==> src/mcud_defines.vh <==
// Purpose: Shared constants for the instruction decode and execute core
// Assumes: 13-bit instruction words, 8-bit data, 10-bit program counter
// Notes:   Port offsets, data path codes and the config reset value live here
// Operation
// (RULE1) Fetch and decode one 13-bit instruction word
// (RULE2) Single cycle; program counter writes take two
// (RULE3) Cycle option picks two or four clocks
// (RULE4) Timer tick is clock divided by two/four
// (RULE5) Branches, returns and true skips take two
// (RULE6) Any register bit set, cleared or tested
// (RULE7) I/O ports addressed like general registers
// (RULE8) Literals: 8-bit immediates, 10-bit branch targets
// (RULE9) Sleep and watchdog clear update status bits
// (RULE10) I/O control write and read via accumulator
// (RULE11) Interrupt enable, disable, return enabling interrupts
// (RULE12) Literal return loads accumulator, pops stack
// (RULE13) Call pushes return address; jump just loads
// (RULE14) Software trap pushes, jumps to address one
// (RULE15) Decrement, store, skip when zero, no flags
// (RULE16) Increment, store, skip when zero, no flags
// (RULE17) Rotate through carry, only carry changes
// (RULE18) Swap nibbles, flags unchanged
// (RULE19) Bit ops: three-bit index, six-bit register
// (RULE20) Software avoids bit set on interrupt flags
// (RULE21) Immediate subtract: literal minus accumulator, flags
// (RULE22) Immediate add into accumulator, updates flags
// (RULE23) Cycle option is configuration word bit ten
// (RULE24) Opcode bit six selects register destination
// (RULE25) Skipped instruction fetched, discarded, idle cycle
`ifndef MCUD_DEFINES_VH
`define MCUD_DEFINES_VH

// ==========================================================
// Register port map
`define MCUD_ADR_CFG        2'h0
`define MCUD_ADR_STATE      2'h1
`define MCUD_ADR_PC         2'h2
`define MCUD_CFG_RST        13'h0080
`define MCUD_CFG_CYC_BIT    10

// ==========================================================
// Core constants
`define MCUD_REG_PC         6'h02
`define MCUD_TRAP_VEC       10'h001
`define MCUD_TRAP_OP        13'h1e01
`define MCUD_PH_LAST_SHORT  2'h1
`define MCUD_PH_LAST_LONG   2'h3

// ==========================================================
// Data path operation codes
`define MCUD_OP_CLR         5'h00
`define MCUD_OP_DAA         5'h01
`define MCUD_OP_SUB         5'h02
`define MCUD_OP_DEC         5'h03
`define MCUD_OP_OR          5'h04
`define MCUD_OP_AND         5'h05
`define MCUD_OP_XOR         5'h06
`define MCUD_OP_ADD         5'h07
`define MCUD_OP_MOV         5'h08
`define MCUD_OP_COM         5'h09
`define MCUD_OP_INC         5'h0a
`define MCUD_OP_DECS        5'h0b
`define MCUD_OP_RRC         5'h0c
`define MCUD_OP_RLC         5'h0d
`define MCUD_OP_SWAP        5'h0e
`define MCUD_OP_INCS        5'h0f
`define MCUD_OP_BCLR        5'h10
`define MCUD_OP_BSET        5'h11

`endif

==> src/mcud_alu.v <==
// Purpose: Eight-bit data path for the decode core
// Assumes: Carry set means no borrow on subtraction
// Notes:   Purely combinational; flags always computed, core masks them
`timescale 1ns/1ps
`include "mcud_defines.vh"

module mcud_alu (
    op,
    a,
    r,
    bsel,
    cin,
    dcin,
    res,
    z,
    c,
    dc
);
    input  wire [4:0] op;
    input  wire [7:0] a;
    input  wire [7:0] r;
    input  wire [2:0] bsel;
    input  wire       cin;
    input  wire       dcin;
    output reg  [7:0] res;
    output wire       z;
    output reg        c;
    output reg        dc;

    reg [8:0] wide;
    reg [4:0] nib;
    reg [7:0] mask;
    reg [7:0] adj;

    assign z = (res == 8'h00);

    always @* begin
        wide = 9'h000;
        nib  = 5'h00;
        mask = 8'h01 << bsel;
        adj  = 8'h00;
        res  = r;
        c    = cin;
        dc   = dcin;
        case (op)
            `MCUD_OP_CLR:  res = 8'h00;
            `MCUD_OP_DAA: begin
                adj = {((a[7:4] > 4'h9) || cin) ? 4'h6 : 4'h0,
                       ((a[3:0] > 4'h9) || dcin) ? 4'h6 : 4'h0};
                wide = {1'b0, a} + {1'b0, adj};
                res  = wide[7:0];
                c    = wide[8] | cin;
            end
            `MCUD_OP_SUB: begin
                wide = {1'b0, r} - {1'b0, a};
                nib  = {1'b0, r[3:0]} - {1'b0, a[3:0]};
                res  = wide[7:0];
                c    = ~wide[8];
                dc   = ~nib[4];
            end
            `MCUD_OP_ADD: begin
                wide = {1'b0, r} + {1'b0, a};
                nib  = {1'b0, r[3:0]} + {1'b0, a[3:0]};
                res  = wide[7:0];
                c    = wide[8];
                dc   = nib[4];
            end
            `MCUD_OP_DEC, `MCUD_OP_DECS: res = r - 8'h01;
            `MCUD_OP_INC, `MCUD_OP_INCS: res = r + 8'h01;
            `MCUD_OP_OR:   res = a | r;
            `MCUD_OP_AND:  res = a & r;
            `MCUD_OP_XOR:  res = a ^ r;
            `MCUD_OP_MOV:  res = r;
            `MCUD_OP_COM:  res = ~r;
            `MCUD_OP_RRC: begin
                res = {cin, r[7:1]};  // RULE17
                c   = r[0];
            end
            `MCUD_OP_RLC: begin
                res = {r[6:0], cin};  // RULE17
                c   = r[7];
            end
            `MCUD_OP_SWAP: res = {r[3:0], r[7:4]};  // RULE18
            `MCUD_OP_BCLR: res = r & ~mask;  // RULE6
            `MCUD_OP_BSET: res = r | mask;  // RULE6
            default:       res = r;
        endcase
    end
endmodule // mcud_alu

==> src/mcud_core.v <==
// Purpose: Instruction decode and execute control of the small core
// Assumes: clk is the oscillator; program memory and register file
//          answer combinationally in the same clock domain
// Notes:   One instruction executes on the last clock of each cycle
//
// Decided for this implementation: the register addresses and the address-and-strobe port.
`timescale 1ns/1ps
`include "mcud_defines.vh"

module mcud_core #(
    parameter STACK_DEPTH = 5
) (
    clk,
    rst_b,
    bus_addr,
    bus_wdata,
    bus_wr,
    bus_rd,
    bus_rdata,
    pm_addr,
    pm_data,
    rf_addr,
    rf_rdata,
    rf_we,
    rf_waddr,
    rf_wdata,
    io_we,
    io_addr,
    io_wdata,
    io_rdata,
    opt_ctl,
    wake,
    acc,
    flag_z,
    flag_c,
    flag_dc,
    flag_to,
    flag_pd,
    irq_en,
    wdt_clr,
    halted,
    tmr_tick
);
    input  wire        clk;
    input  wire        rst_b;
    input  wire [1:0]  bus_addr;
    input  wire [15:0] bus_wdata;
    input  wire        bus_wr;
    input  wire        bus_rd;
    output reg  [15:0] bus_rdata;
    output wire [9:0]  pm_addr;
    input  wire [12:0] pm_data;
    output wire [5:0]  rf_addr;
    input  wire [7:0]  rf_rdata;
    output reg         rf_we;
    output reg  [5:0]  rf_waddr;
    output reg  [7:0]  rf_wdata;
    output reg         io_we;
    output reg  [3:0]  io_addr;
    output reg  [7:0]  io_wdata;
    input  wire [7:0]  io_rdata;
    output wire [7:0]  opt_ctl;
    input  wire        wake;
    output wire [7:0]  acc;
    output wire        flag_z;
    output wire        flag_c;
    output wire        flag_dc;
    output wire        flag_to;
    output wire        flag_pd;
    output wire        irq_en;
    output reg         wdt_clr;
    output wire        halted;
    output reg         tmr_tick;

    // ==========================================================
    // State
    reg [12:0] cfg_q;
    reg [1:0]  ph_q;
    reg [9:0]  pc_q;
    reg [7:0]  acc_q;
    reg [7:0]  opt_q;
    reg        z_q, c_q, dc_q, to_q, pd_q, ie_q;
    reg        halt_q, idle_q, skp_q;
    reg        wk1_q, wk2_q;
    reg [9:0]  stk_q [0:STACK_DEPTH-1];

    // I/O control registers accept only a limited address set
    function io_ok;
        input [3:0] a;
        begin
            io_ok = (a == 4'h5) || (a == 4'h6) || (a >= 4'hb);
        end
    endfunction

    // ==========================================================
    // Cycle timing
    wire       cyc_long = cfg_q[`MCUD_CFG_CYC_BIT];  // RULE23
    wire [1:0] ph_last  = cyc_long ? `MCUD_PH_LAST_LONG
                                   : `MCUD_PH_LAST_SHORT;  // RULE3
    wire       ph_end   = (ph_q == ph_last);
    wire       exe      = ph_end && !halt_q;

    always @(posedge clk or negedge rst_b) begin
        if (!rst_b) begin
            ph_q     <= 2'h0;
            tmr_tick <= 1'b0;
        end else begin
            ph_q     <= ph_end ? 2'h0 : ph_q + 2'h1;  // RULE3
            tmr_tick <= ph_end;  // RULE4
        end
    end

    // ==========================================================
    // Decode
    wire [12:0] ins   = pm_data;  // RULE1
    wire [2:0]  bidx  = ins[8:6];  // RULE19
    wire [7:0]  k8    = ins[7:0];  // RULE8
    wire [9:0]  k10   = ins[9:0];  // RULE8
    wire [9:0]  pc_inc = pc_q + 10'h001;
    // Reading the program counter register returns the live counter
    wire [7:0]  rd    = (rf_addr == `MCUD_REG_PC) ? pc_q[7:0] : rf_rdata;
    wire        bitv  = rd[bidx];

    assign rf_addr = ins[5:0];  // RULE7

    reg  [4:0] op;
    reg        use_k, wr_a, wr_r, fz, fc, fdc;
    reg        br, push, pop, skp_bit, skp_z;
    reg        ie_on, ie_off, wdc, slp, write_io_ctl, read_io_ctl, ow, orr;
    reg  [9:0] br_pc;
    wire [7:0] alu_res;
    wire       alu_z, alu_c, alu_dc;

    always @* begin
        op = `MCUD_OP_MOV;
        use_k = 1'b0;
        wr_a = 1'b0;
        wr_r = 1'b0;
        fz = 1'b0;
        fc = 1'b0;
        fdc = 1'b0;
        br = 1'b0;
        br_pc = k10;
        push = 1'b0;
        pop = 1'b0;
        skp_bit = 1'b0;
        skp_z = 1'b0;
        ie_on = 1'b0;
        ie_off = 1'b0;
        wdc = 1'b0;
        slp = 1'b0;
        write_io_ctl = 1'b0;
        read_io_ctl = 1'b0;
        ow = 1'b0;
        orr = 1'b0;
        if (!ins[12]) begin
            if (ins[11]) begin
                case (ins[10:9])
                    2'b00: begin
                        op = `MCUD_OP_BCLR;  // RULE19
                        wr_r = 1'b1;
                    end
                    2'b01: begin
                        op = `MCUD_OP_BSET;  // RULE19
                        wr_r = 1'b1;
                    end
                    2'b10: skp_bit = ~bitv;  // RULE19
                    default: skp_bit = bitv;  // RULE19
                endcase
            end else if (ins[10:8] != 3'h0) begin
                op   = {1'b0, ins[10:7]};
                wr_a = ~ins[6];  // RULE24
                wr_r = ins[6];  // RULE24
                case (op)
                    `MCUD_OP_SUB, `MCUD_OP_ADD: begin
                        fz = 1'b1;
                        fc = 1'b1;
                        fdc = 1'b1;
                    end
                    `MCUD_OP_DECS: skp_z = 1'b1;  // RULE15
                    `MCUD_OP_INCS: skp_z = 1'b1;  // RULE16
                    `MCUD_OP_RRC, `MCUD_OP_RLC: fc = 1'b1;  // RULE17
                    `MCUD_OP_SWAP: fz = 1'b0;  // RULE18
                    default: fz = 1'b1;
                endcase
            end else begin
                case (ins[7:6])
                    2'b00: begin
                        if (!ins[4]) begin
                            case (ins[3:0])
                                4'h0: ;
                                4'h1: begin
                                    op = `MCUD_OP_DAA;
                                    wr_a = 1'b1;
                                    fc = 1'b1;
                                end
                                4'h2: ow = 1'b1;
                                4'h3: begin
                                    wdc = 1'b1;  // RULE9
                                    slp = 1'b1;  // RULE9
                                end
                                4'h4: wdc = 1'b1;  // RULE9
                                default: write_io_ctl = io_ok(ins[3:0]);  // RULE10
                            endcase
                        end else begin
                            case (ins[3:0])
                                4'h0: ie_on = 1'b1;  // RULE11
                                4'h1: ie_off = 1'b1;  // RULE11
                                4'h2: begin
                                    pop = 1'b1;  // RULE5
                                    br = 1'b1;
                                end
                                4'h3: begin
                                    pop = 1'b1;  // RULE11
                                    br = 1'b1;
                                    ie_on = 1'b1;
                                end
                                4'h4: orr = 1'b1;
                                default: read_io_ctl = io_ok(ins[3:0]);  // RULE10
                            endcase
                        end
                    end
                    2'b01: wr_r = 1'b1;
                    default: begin
                        op = `MCUD_OP_CLR;
                        wr_a = ~ins[8] & ~ins[6];
                        wr_r = ins[6];
                        fz = 1'b1;
                    end
                endcase
            end
        end else if (!ins[11]) begin
            br   = 1'b1;  // RULE13
            push = ~ins[10];  // RULE13
        end else begin
            use_k = 1'b1;
            wr_a  = 1'b1;
            case (ins[10:8])
                3'h0: op = `MCUD_OP_MOV;
                3'h1: begin
                    op = `MCUD_OP_OR;
                    fz = 1'b1;
                end
                3'h2: begin
                    op = `MCUD_OP_AND;
                    fz = 1'b1;
                end
                3'h3: begin
                    op = `MCUD_OP_XOR;
                    fz = 1'b1;
                end
                3'h4: begin
                    op = `MCUD_OP_MOV;  // RULE12
                    pop = 1'b1;
                    br = 1'b1;
                end
                3'h5: begin
                    op = `MCUD_OP_SUB;  // RULE21
                    fz = 1'b1;
                    fc = 1'b1;
                    fdc = 1'b1;
                end
                3'h6: begin
                    wr_a  = 1'b0;
                    br    = (ins == `MCUD_TRAP_OP);  // RULE14
                    push  = br;
                    br_pc = `MCUD_TRAP_VEC;
                end
                default: begin
                    op = `MCUD_OP_ADD;  // RULE22
                    fz = 1'b1;
                    fc = 1'b1;
                    fdc = 1'b1;
                end
            endcase
        end
        if (pop)
            br_pc = stk_q[0];
    end

    mcud_alu u_alu (
        .op   (op),
        .a    (acc_q),
        .r    (use_k ? k8 : (ins[12:6] == 7'h01) ? acc_q : rd),
        .bsel (bidx),
        .cin  (c_q),
        .dcin (dc_q),
        .res  (alu_res),
        .z    (alu_z),
        .c    (alu_c),
        .dc   (alu_dc)
    );

    // A store into the counter register redirects the flow
    wire pc_wr = wr_r && (rf_addr == `MCUD_REG_PC);  // RULE2
    wire skip  = skp_bit | (skp_z & alu_z);  // RULE15 RULE16
    wire act   = exe && !idle_q;

    // ==========================================================
    // Execute
    always @(posedge clk or negedge rst_b) begin
        if (!rst_b) begin
            pc_q    <= 10'h000;
            acc_q   <= 8'h00;
            opt_q   <= 8'h00;
            z_q     <= 1'b0;
            c_q     <= 1'b0;
            dc_q    <= 1'b0;
            to_q    <= 1'b1;
            pd_q    <= 1'b1;
            ie_q    <= 1'b0;
            idle_q  <= 1'b0;
            skp_q   <= 1'b0;
            rf_we   <= 1'b0;
            rf_waddr <= 6'h00;
            rf_wdata <= 8'h00;
            io_we   <= 1'b0;
            io_addr <= 4'h0;
            io_wdata <= 8'h00;
            wdt_clr <= 1'b0;
        end else begin
            rf_we   <= 1'b0;
            io_we   <= 1'b0;
            wdt_clr <= 1'b0;
            if (exe && idle_q) begin
                // Bubble: a skipped word is fetched and thrown away
                idle_q <= 1'b0;  // RULE25
                skp_q  <= 1'b0;
                if (skp_q)
                    pc_q <= pc_inc;  // RULE25
            end else if (act) begin
                pc_q <= pc_inc;
                if (br) begin
                    pc_q   <= br_pc;  // RULE13
                    idle_q <= 1'b1;  // RULE5
                end else if (pc_wr) begin
                    pc_q   <= {pc_q[9:8], alu_res};
                    idle_q <= 1'b1;  // RULE2
                end else if (skip) begin
                    idle_q <= 1'b1;  // RULE5
                    skp_q  <= 1'b1;
                end
                if (wr_a)
                    acc_q <= alu_res;
                if (read_io_ctl)
                    acc_q <= io_rdata;  // RULE10
                if (orr)
                    acc_q <= opt_q;
                if (ow)
                    opt_q <= acc_q;
                if (wr_r && !pc_wr) begin
                    rf_we    <= 1'b1;
                    rf_waddr <= rf_addr;
                    rf_wdata <= alu_res;
                end
                if (write_io_ctl) begin
                    io_we    <= 1'b1;  // RULE10
                    io_addr  <= ins[3:0];
                    io_wdata <= acc_q;
                end
                if (fz)
                    z_q <= alu_z;
                if (fc)
                    c_q <= alu_c;
                if (fdc)
                    dc_q <= alu_dc;
                if (ie_on)
                    ie_q <= 1'b1;  // RULE11
                if (ie_off)
                    ie_q <= 1'b0;  // RULE11
                if (wdc) begin
                    wdt_clr <= 1'b1;  // RULE9
                    to_q    <= 1'b1;
                    pd_q    <= ~slp;  // RULE9
                end
            end
        end
    end

    // ==========================================================
    // Return stack; overflow silently drops the oldest entry
    genvar gi;
    generate
        for (gi = 0; gi < STACK_DEPTH; gi = gi + 1) begin : g_stk
            always @(posedge clk or negedge rst_b) begin
                if (!rst_b) begin
                    stk_q[gi] <= 10'h000;
                end else if (act && push) begin
                    if (gi == 0)
                        stk_q[gi] <= pc_inc;  // RULE13 RULE14
                    else
                        stk_q[gi] <= stk_q[(gi == 0) ? 0 : gi - 1];
                end else if (act && pop) begin
                    if (gi == STACK_DEPTH - 1)
                        stk_q[gi] <= 10'h000;
                    else
                        stk_q[gi] <= stk_q[(gi == STACK_DEPTH - 1) ? gi : gi + 1];
                end
            end
        end
    endgenerate

    // ==========================================================
    // Sleep; the wake pin is asynchronous so it is synchronised first
    always @(posedge clk or negedge rst_b) begin
        if (!rst_b) begin
            wk1_q  <= 1'b0;
            wk2_q  <= 1'b0;
            halt_q <= 1'b0;
        end else begin
            wk1_q <= wake;
            wk2_q <= wk1_q;
            if (act && slp)
                halt_q <= 1'b1;  // RULE9
            else if (wk2_q)
                halt_q <= 1'b0;
        end
    end

    // ==========================================================
    // Register port
    always @(posedge clk or negedge rst_b) begin
        if (!rst_b) begin
            cfg_q     <= `MCUD_CFG_RST;
            bus_rdata <= 16'h0000;
        end else begin
            if (bus_wr && bus_addr == `MCUD_ADR_CFG)
                cfg_q <= bus_wdata[12:0];
            bus_rdata <= 16'h0000;
            if (bus_rd) begin
                case (bus_addr)
                    `MCUD_ADR_CFG:   bus_rdata <= {3'h0, cfg_q};
                    `MCUD_ADR_STATE: bus_rdata <= {acc_q, 1'b0, halt_q, to_q, pd_q,
                                                   ie_q, z_q, dc_q, c_q};
                    `MCUD_ADR_PC:    bus_rdata <= {6'h00, pc_q};
                    default:         bus_rdata <= 16'h0000;
                endcase
            end
        end
    end

    assign pm_addr = pc_q;
    assign opt_ctl = opt_q;
    assign acc     = acc_q;
    assign flag_z  = z_q;
    assign flag_c  = c_q;
    assign flag_dc = dc_q;
    assign flag_to = to_q;
    assign flag_pd = pd_q;
    assign irq_en  = ie_q;
    assign halted  = halt_q;
endmodule // mcud_core

==> config.mk <==
export PLATFORM = sky130hd
export DESIGN_NAME = mcud_core
export DESIGN_NICKNAME = d
export VERILOG_FILES = /design/src/mcud_alu.v /design/src/mcud_core.v
export VERILOG_INCLUDE_DIRS = /design/src
export SDC_FILE = /design/constraint.sdc
export NUM_CORES = 1
export LEC_CHECK = 0
export ABC_AREA = 1
export BUFFER_PORTS_ARGS = -buffer_cell sky130_fd_sc_hd__buf_4
export CAP_MARGIN = 20
export CELL_PAD_IN_SITES_DETAIL_PLACEMENT = 0
export CELL_PAD_IN_SITES_GLOBAL_PLACEMENT = 1
export CORE_MARGIN = 5
export CORE_UTILIZATION = 46
export DETAILED_ROUTE_END_ITERATION = 10
export PLACE_DENSITY = 0.84
export SLEW_MARGIN = 0
export SYNTH_ARGS = -nofsm -noshare
export SYNTH_HDL_FRONTEND = slang
export SYNTH_SLANG_ARGS = --single-unit
==> constraint.sdc <==
create_clock -name clk -period 6.9 [get_ports clk]
set_input_delay 0.69 -clock clk [delete_from_list [all_inputs] [get_ports clk]]
set_output_delay 0.69 -clock clk [all_outputs]
set_load 0.02 [all_outputs]
After elaboration in Yosys (flattened, before gate mapping)
Cells that the tools add are included.
{"block": "classes", "add_sub_neg": 9, "magnitude_cmp": 4, "eq_ne": 48, "shifts": 1, "n_mux": 167, "n_bitwise": 19, "reduce_logical": 60}
{"op": "10-bit 2-to-1 mux", "count": 19}
{"op": "8-bit case mux with 15 select lines", "count": 1}
{"op": "1-bit 2-to-1 mux", "count": 119}
{"op": "8-bit 2-to-1 mux", "count": 6}
{"op": "16-bit case mux with 3 select lines", "count": 1}
{"op": "5-bit by 4-bit == test with 1-bit output (second input constant)", "count": 7}
{"op": "3-bit AND reduction", "count": 8}
{"op": "4-bit == test (second input constant)", "count": 5}
{"op": "5-bit by 3-bit == test with 1-bit output (second input constant)", "count": 4}
{"op": "4-bit case mux with 5 select lines", "count": 1}
{"op": "8-bit by 8-bit adder with 9-bit output", "count": 2}
{"op": "2-bit OR reduction", "count": 9}
{"op": "8-bit AND", "count": 2}
{"op": "4-bit by 3-bit == test with 1-bit output (second input constant)", "count": 4}
{"op": "16-bit 2-to-1 mux", "count": 1}
{"op": "4-bit 2-to-1 mux", "count": 4}
{"op": "8-bit NOT", "count": 2}
{"op": "8-bit bitwise OR", "count": 2}
{"op": "13-bit == test (second input constant)", "count": 1}
{"op": "4-bit by 2-bit == test with 1-bit output (second input constant)", "count": 3}
{"op": "4-bit AND reduction", "count": 3}
{"op": "2-bit nonzero test", "count": 6}
{"op": "10-bit by 1-bit adder with 10-bit output (second input constant)", "count": 1}
{"op": "5-bit by 2-bit == test with 1-bit output (second input constant)", "count": 2}
{"op": "52 further kinds", "count": 95}
{"block": "totals", "regBits": 147, "out_inout_bits": 85}

Depth between registers and ports, before layout
{"block": "depth", "ltp_word": 18, "mapped_depth": 31}

Modules after synthesis
A second synthesis with hierarchy kept.
{"block": "unflattened", "cells_unflattened": 1394, "area_unflattened_um2": 10034.6}
{"mod": "mcud_core", "n_inst": 1, "cells_per_inst": 877, "area_per_inst_um2": 7309.5, "seq_area_each_um2": 3681.0}
{"mod": "mcud_alu", "n_inst": 1, "cells_per_inst": 517, "area_per_inst_um2": 2725.1, "seq_area_each_um2": 0.0}

Least setup slack after synthesis
Ideal clock, no wire load.
{"block": "synth_timing", "path_type": "input -> register", "from": "in pm_data[6]", "to": "reg skp_q", "arrival_ps": 4012, "required_ps": 6825, "path_slack_ps": 2813, "stages": 31, "n_path_buf": 2, "path_cell_list": "buf_2 > inv_4 > nor2_2 > nand2_1 > nor2_4 > inv_2 > nand2_1 > o211ai_1 > nand2_1 > inv_1 > ha_1 > clkbuf_1 > nand2_1 > o21ai_1 > nand2_1 > nand2_1 > a21oi_1 > or2_2 > nand2_1 > nor2_1 > nor2_1 > nand2_1 > nor2_1 > nand3_1 > nor2_2 > nand2_2 > nor2_4 > nand3_2 > nand2_1 > nand2_2 > a21oi_2"}
{"block": "synth_between", "elab_chain_cells": 13, "word_cells_on_any_way": 66, "cone_classes": "4 x add/sub; 21 x eq/ne; 1 x shift; 22 x mux; 10 x bitwise; 8 x reduce/logical"}
{"item": "from (decl)", "line_no": "mcud_core.v:52", "source": "input wire [12:0] pm_data;"}
{"item": "branches (longest 12 deep; another with 8-bit by 1-bit adder with 8-bit output)"}
{"item": "4-bit AND reduction (no line) (*)"}
{"item": "to (signal assigned)", "line_no": "mcud_core.v:313", "source": "skp_q <= 1'b0;"}
{"item": "to (signal assigned)", "line_no": "mcud_core.v:328", "source": "skp_q <= 1'b0;"}
{"item": "to (signal assigned)", "line_no": "mcud_core.v:341", "source": "skp_q <= 1'b1;"}
{"item": "to (decl)", "line_no": "mcud_core.v:83", "source": "reg halt_q, idle_q, skp_q;"}
Every way passes the cells marked *. The select of a mux whose other input is x is not followed.
A chain may end at the register's enable or synchronous reset.

Final worst setup path
{"block": "layout_timing", "from": "in pm_data[4]", "to": "reg skp_q"}
{"block": "layout_between", "elab_chain_cells": 13, "word_cells_on_any_way": 61, "cone_classes": "4 x add/sub; 20 x eq/ne; 21 x mux; 9 x bitwise; 7 x reduce/logical"}
{"item": "branches (longest 12 deep; another with 8-bit by 1-bit adder with 8-bit output)"}
{"item": "4-bit AND reduction (no line) (*)"}
Marks and branches as above.

==> reports/results.txt <==
Status -> completed
Critical path fanouts, max -> 16
Tmin final -> 5.18 ns
P per Cell Area -> 362 nW/um2
Num CTS Buffers -> 17
Area grow syn2layout -> 17.1%
Starting DRT DRC Count -> 956
Initial Util -> 0.464
Drt total wl -> 35100 um
Via count -> 9826
RSZ-0062 raised after global routing -> no
Syn_nets -> 1443
Synth warn -> 0
Main synth FF type -> dfrtp_1
Worst Path Buf+Inv -> 2
Distinct cells, synth -> 59
Setup TNS -> 0 ns
Buffers on Ports -> 132
Gp weighted congestion -> 0.979
Final Non-Filler Cells -> 1759
Syn Inst Count -> 1360
Vias in the first global route -> 9372
Final Setup Violations -> 0
Post-detailed-route count of antenna-violating nets -> 0
WP data arrival -> 5.53 ns
Area occupied by multi-input gates -> 5280 um2
Clk_skew -> 0.0229 ns
Most common cell in the netlist -> nand2_1
Top-area cell type share of the netlist area -> 0.362
Top delay family on crit path -> simple AND/OR/NAND/NOR gates
Total power -> 4.25 mW
Sequential area share after synthesis -> 0.367
FMAX -> 193 MHz
Sink Count -> 147
Max-cap viol count -> 0
Post-synth top cells -> 338 x nand2_1, 170 x inv_1, 145 x dfrtp_1
Crit share post-route -> 0.750
Clock latency on the worst-skew pair -> 0.44 ns
Std cell rows -> 54
Final hold vios -> 0
Routed vias/inst -> 5.59
Worst-margin pin slew -> 0.871 ns
Hold_buf cts -> 0
Diode count -> 0
Slew Limit Fails -> 0
TritonCTS clock tree -> built
Share of cells above drive strength 1 -> 0.178
Initial antenna violation count -> 1
Avg Cell Area, Syn -> 7.37 um2
Seq. cell area -> 3680 um2
Crit Path Category -> in -> reg
Core Region -> 21600 um2
Detailed placement HPWL -> 26500 um
CP peak stage delay -> 0.49 ns
Placed Cells incl. Taps -> 1726
Synth Cell Area -> 10000 um2
Router iterations before antenna repair -> 7
Dpl ws -> 1.42 ns
Crit-path slowest cell -> fa_1
Critical Path Sink Type -> register
Die area -> 24800 um2
PnR worst setup slack -> 1.72 ns
Post-CTS Resized -> 0
Drt drc -> 0
First-pass GRT wire length -> 54300 um
Die height -> 158 um
Hold Crit Class -> in -> async
Top cell type by total area after synthesis -> dfrtp_1
Post-CTS Setup Repair Bufs -> 0
Pleak -> 5.93 nW
Slew HR -> 0.417
Worst vdd ir -> 0.235 mV
Top cells by area, synth -> dfrtp_1 36%, nand2_1 13%, inv_1 6.4%
Fillers -> 2122
CTS max path bufs -> 2
Die width -> 158 um
Post-synth ARST share -> 1.00
Clock transition at path regs -> 0.07 ns
Gr ovfl total -> 0
Seq cells post-synth -> 147
H-tree depth -> 4
Overall global routing resource usage -> 0.284
Worst setup SP type -> primary input
CP required -> 7.25 ns
NumNets Final -> 1549
WL/cell -> 20.0 um
I/O Pins -> 137
Post-synth EDFFs -> 0
Pin count of the biggest net entering global routing -> 86
Final hold slack -> 0.221 ns
Root Driver -> clkbuf_16
-- registers in the layout, indices dropped and copies added (netlist names), 2 cells and up --
| name | count |
|---|---|
| acc | 8 |
| io_wdata | 8 |
| stk_q | 50 |
| rf_waddr | 6 |
| ph_q | 2 |
| bus_rdata | 16 |
| cfg_q | 13 |
| rf_wdata | 8 |
| pm_addr | 10 |
| opt_ctl | 8 |
| io_addr | 4 |
-- worst paths after layout --
path	end	start	depth (start not counted)	slack (ns)
max	skp_q	pm_data[4]	26	1.72
min	stk_q[10]	rst_b	1	0.22
max reg2reg	skp_q	acc[2]	24	2.09
min reg2reg	wk2_q	wk1_q	0	0.36
max in group asynchronous	rf_wdata[2]	rst_b	3	5.56
min in group clk	wk2_q	wk1_q	0	0.36
-- routing by layer --
layer | track usage | vias to the layer above | routed length [um]
met1 | 0.412 | 4668 | 15800
met5 | 0 | - | 0
li1 | - | 4730 | -
met3 | 0.0749 | 33 | 3180
met4 | 0.0467 | 0 | 397
met2 | 0.438 | 395 | 15700
-- layout by cell type, fill, tap and decap left out, types with 27 or more instances in the layout --
master	count
nand4_1	31
nand2_1	338
ha_1	27
dfrtp_1	145
o221ai_1	48
nor2_1	119
inv_1	170
buf_4	139
a21oi_1	57
o21ai_0	88
nand3_1	71
-- metrics by stage --
stage,area [um2],utilization
final,11700,0.543
after global routing,11700,0.543
after CTS,11700,0.542
after detailed placement,11100,0.513
after global placement,11100,0.513
after floorplan,10000,-
-- logic make-up after synthesis --
family / after synthesis / share of synthesized area
AO/OA/AOI/OAI: 260 / 0.164
XOR/XNOR: 21 / 0.0184
adder cells (fa/ha/maj): 31 / 0.0417
buffers and inverters: 246 / 0.106
flip-flops: 147 / 0.367
multiplexers: 14 / 0.0157
other: 1 / 0.000374
AND/OR/NAND/NOR: 640 / 0.287
-- where the power goes --
| group | leakage [nW] | internal, mW | switching, mW |
|---|---|---|---|
| Clock | 0.292 | 0.491 | 0.468 |
| Sequential | 1.88 | 1.13 | 0.256 |
| Combinational | 3.76 | 0.659 | 1.25 |
-- area by class of cell --
class,instances,area share
Clock inverter,15,0.0158
Tap cell,280,0.0298
Multi-Input combinational cell,967,0.450
Sequential cell,147,0.314
Timing Repair Buffer,141,0.0922
Clock buffer,17,0.0362
Inverter,192,0.0623
No activity file was read; power rests on OpenSTA's default activity.
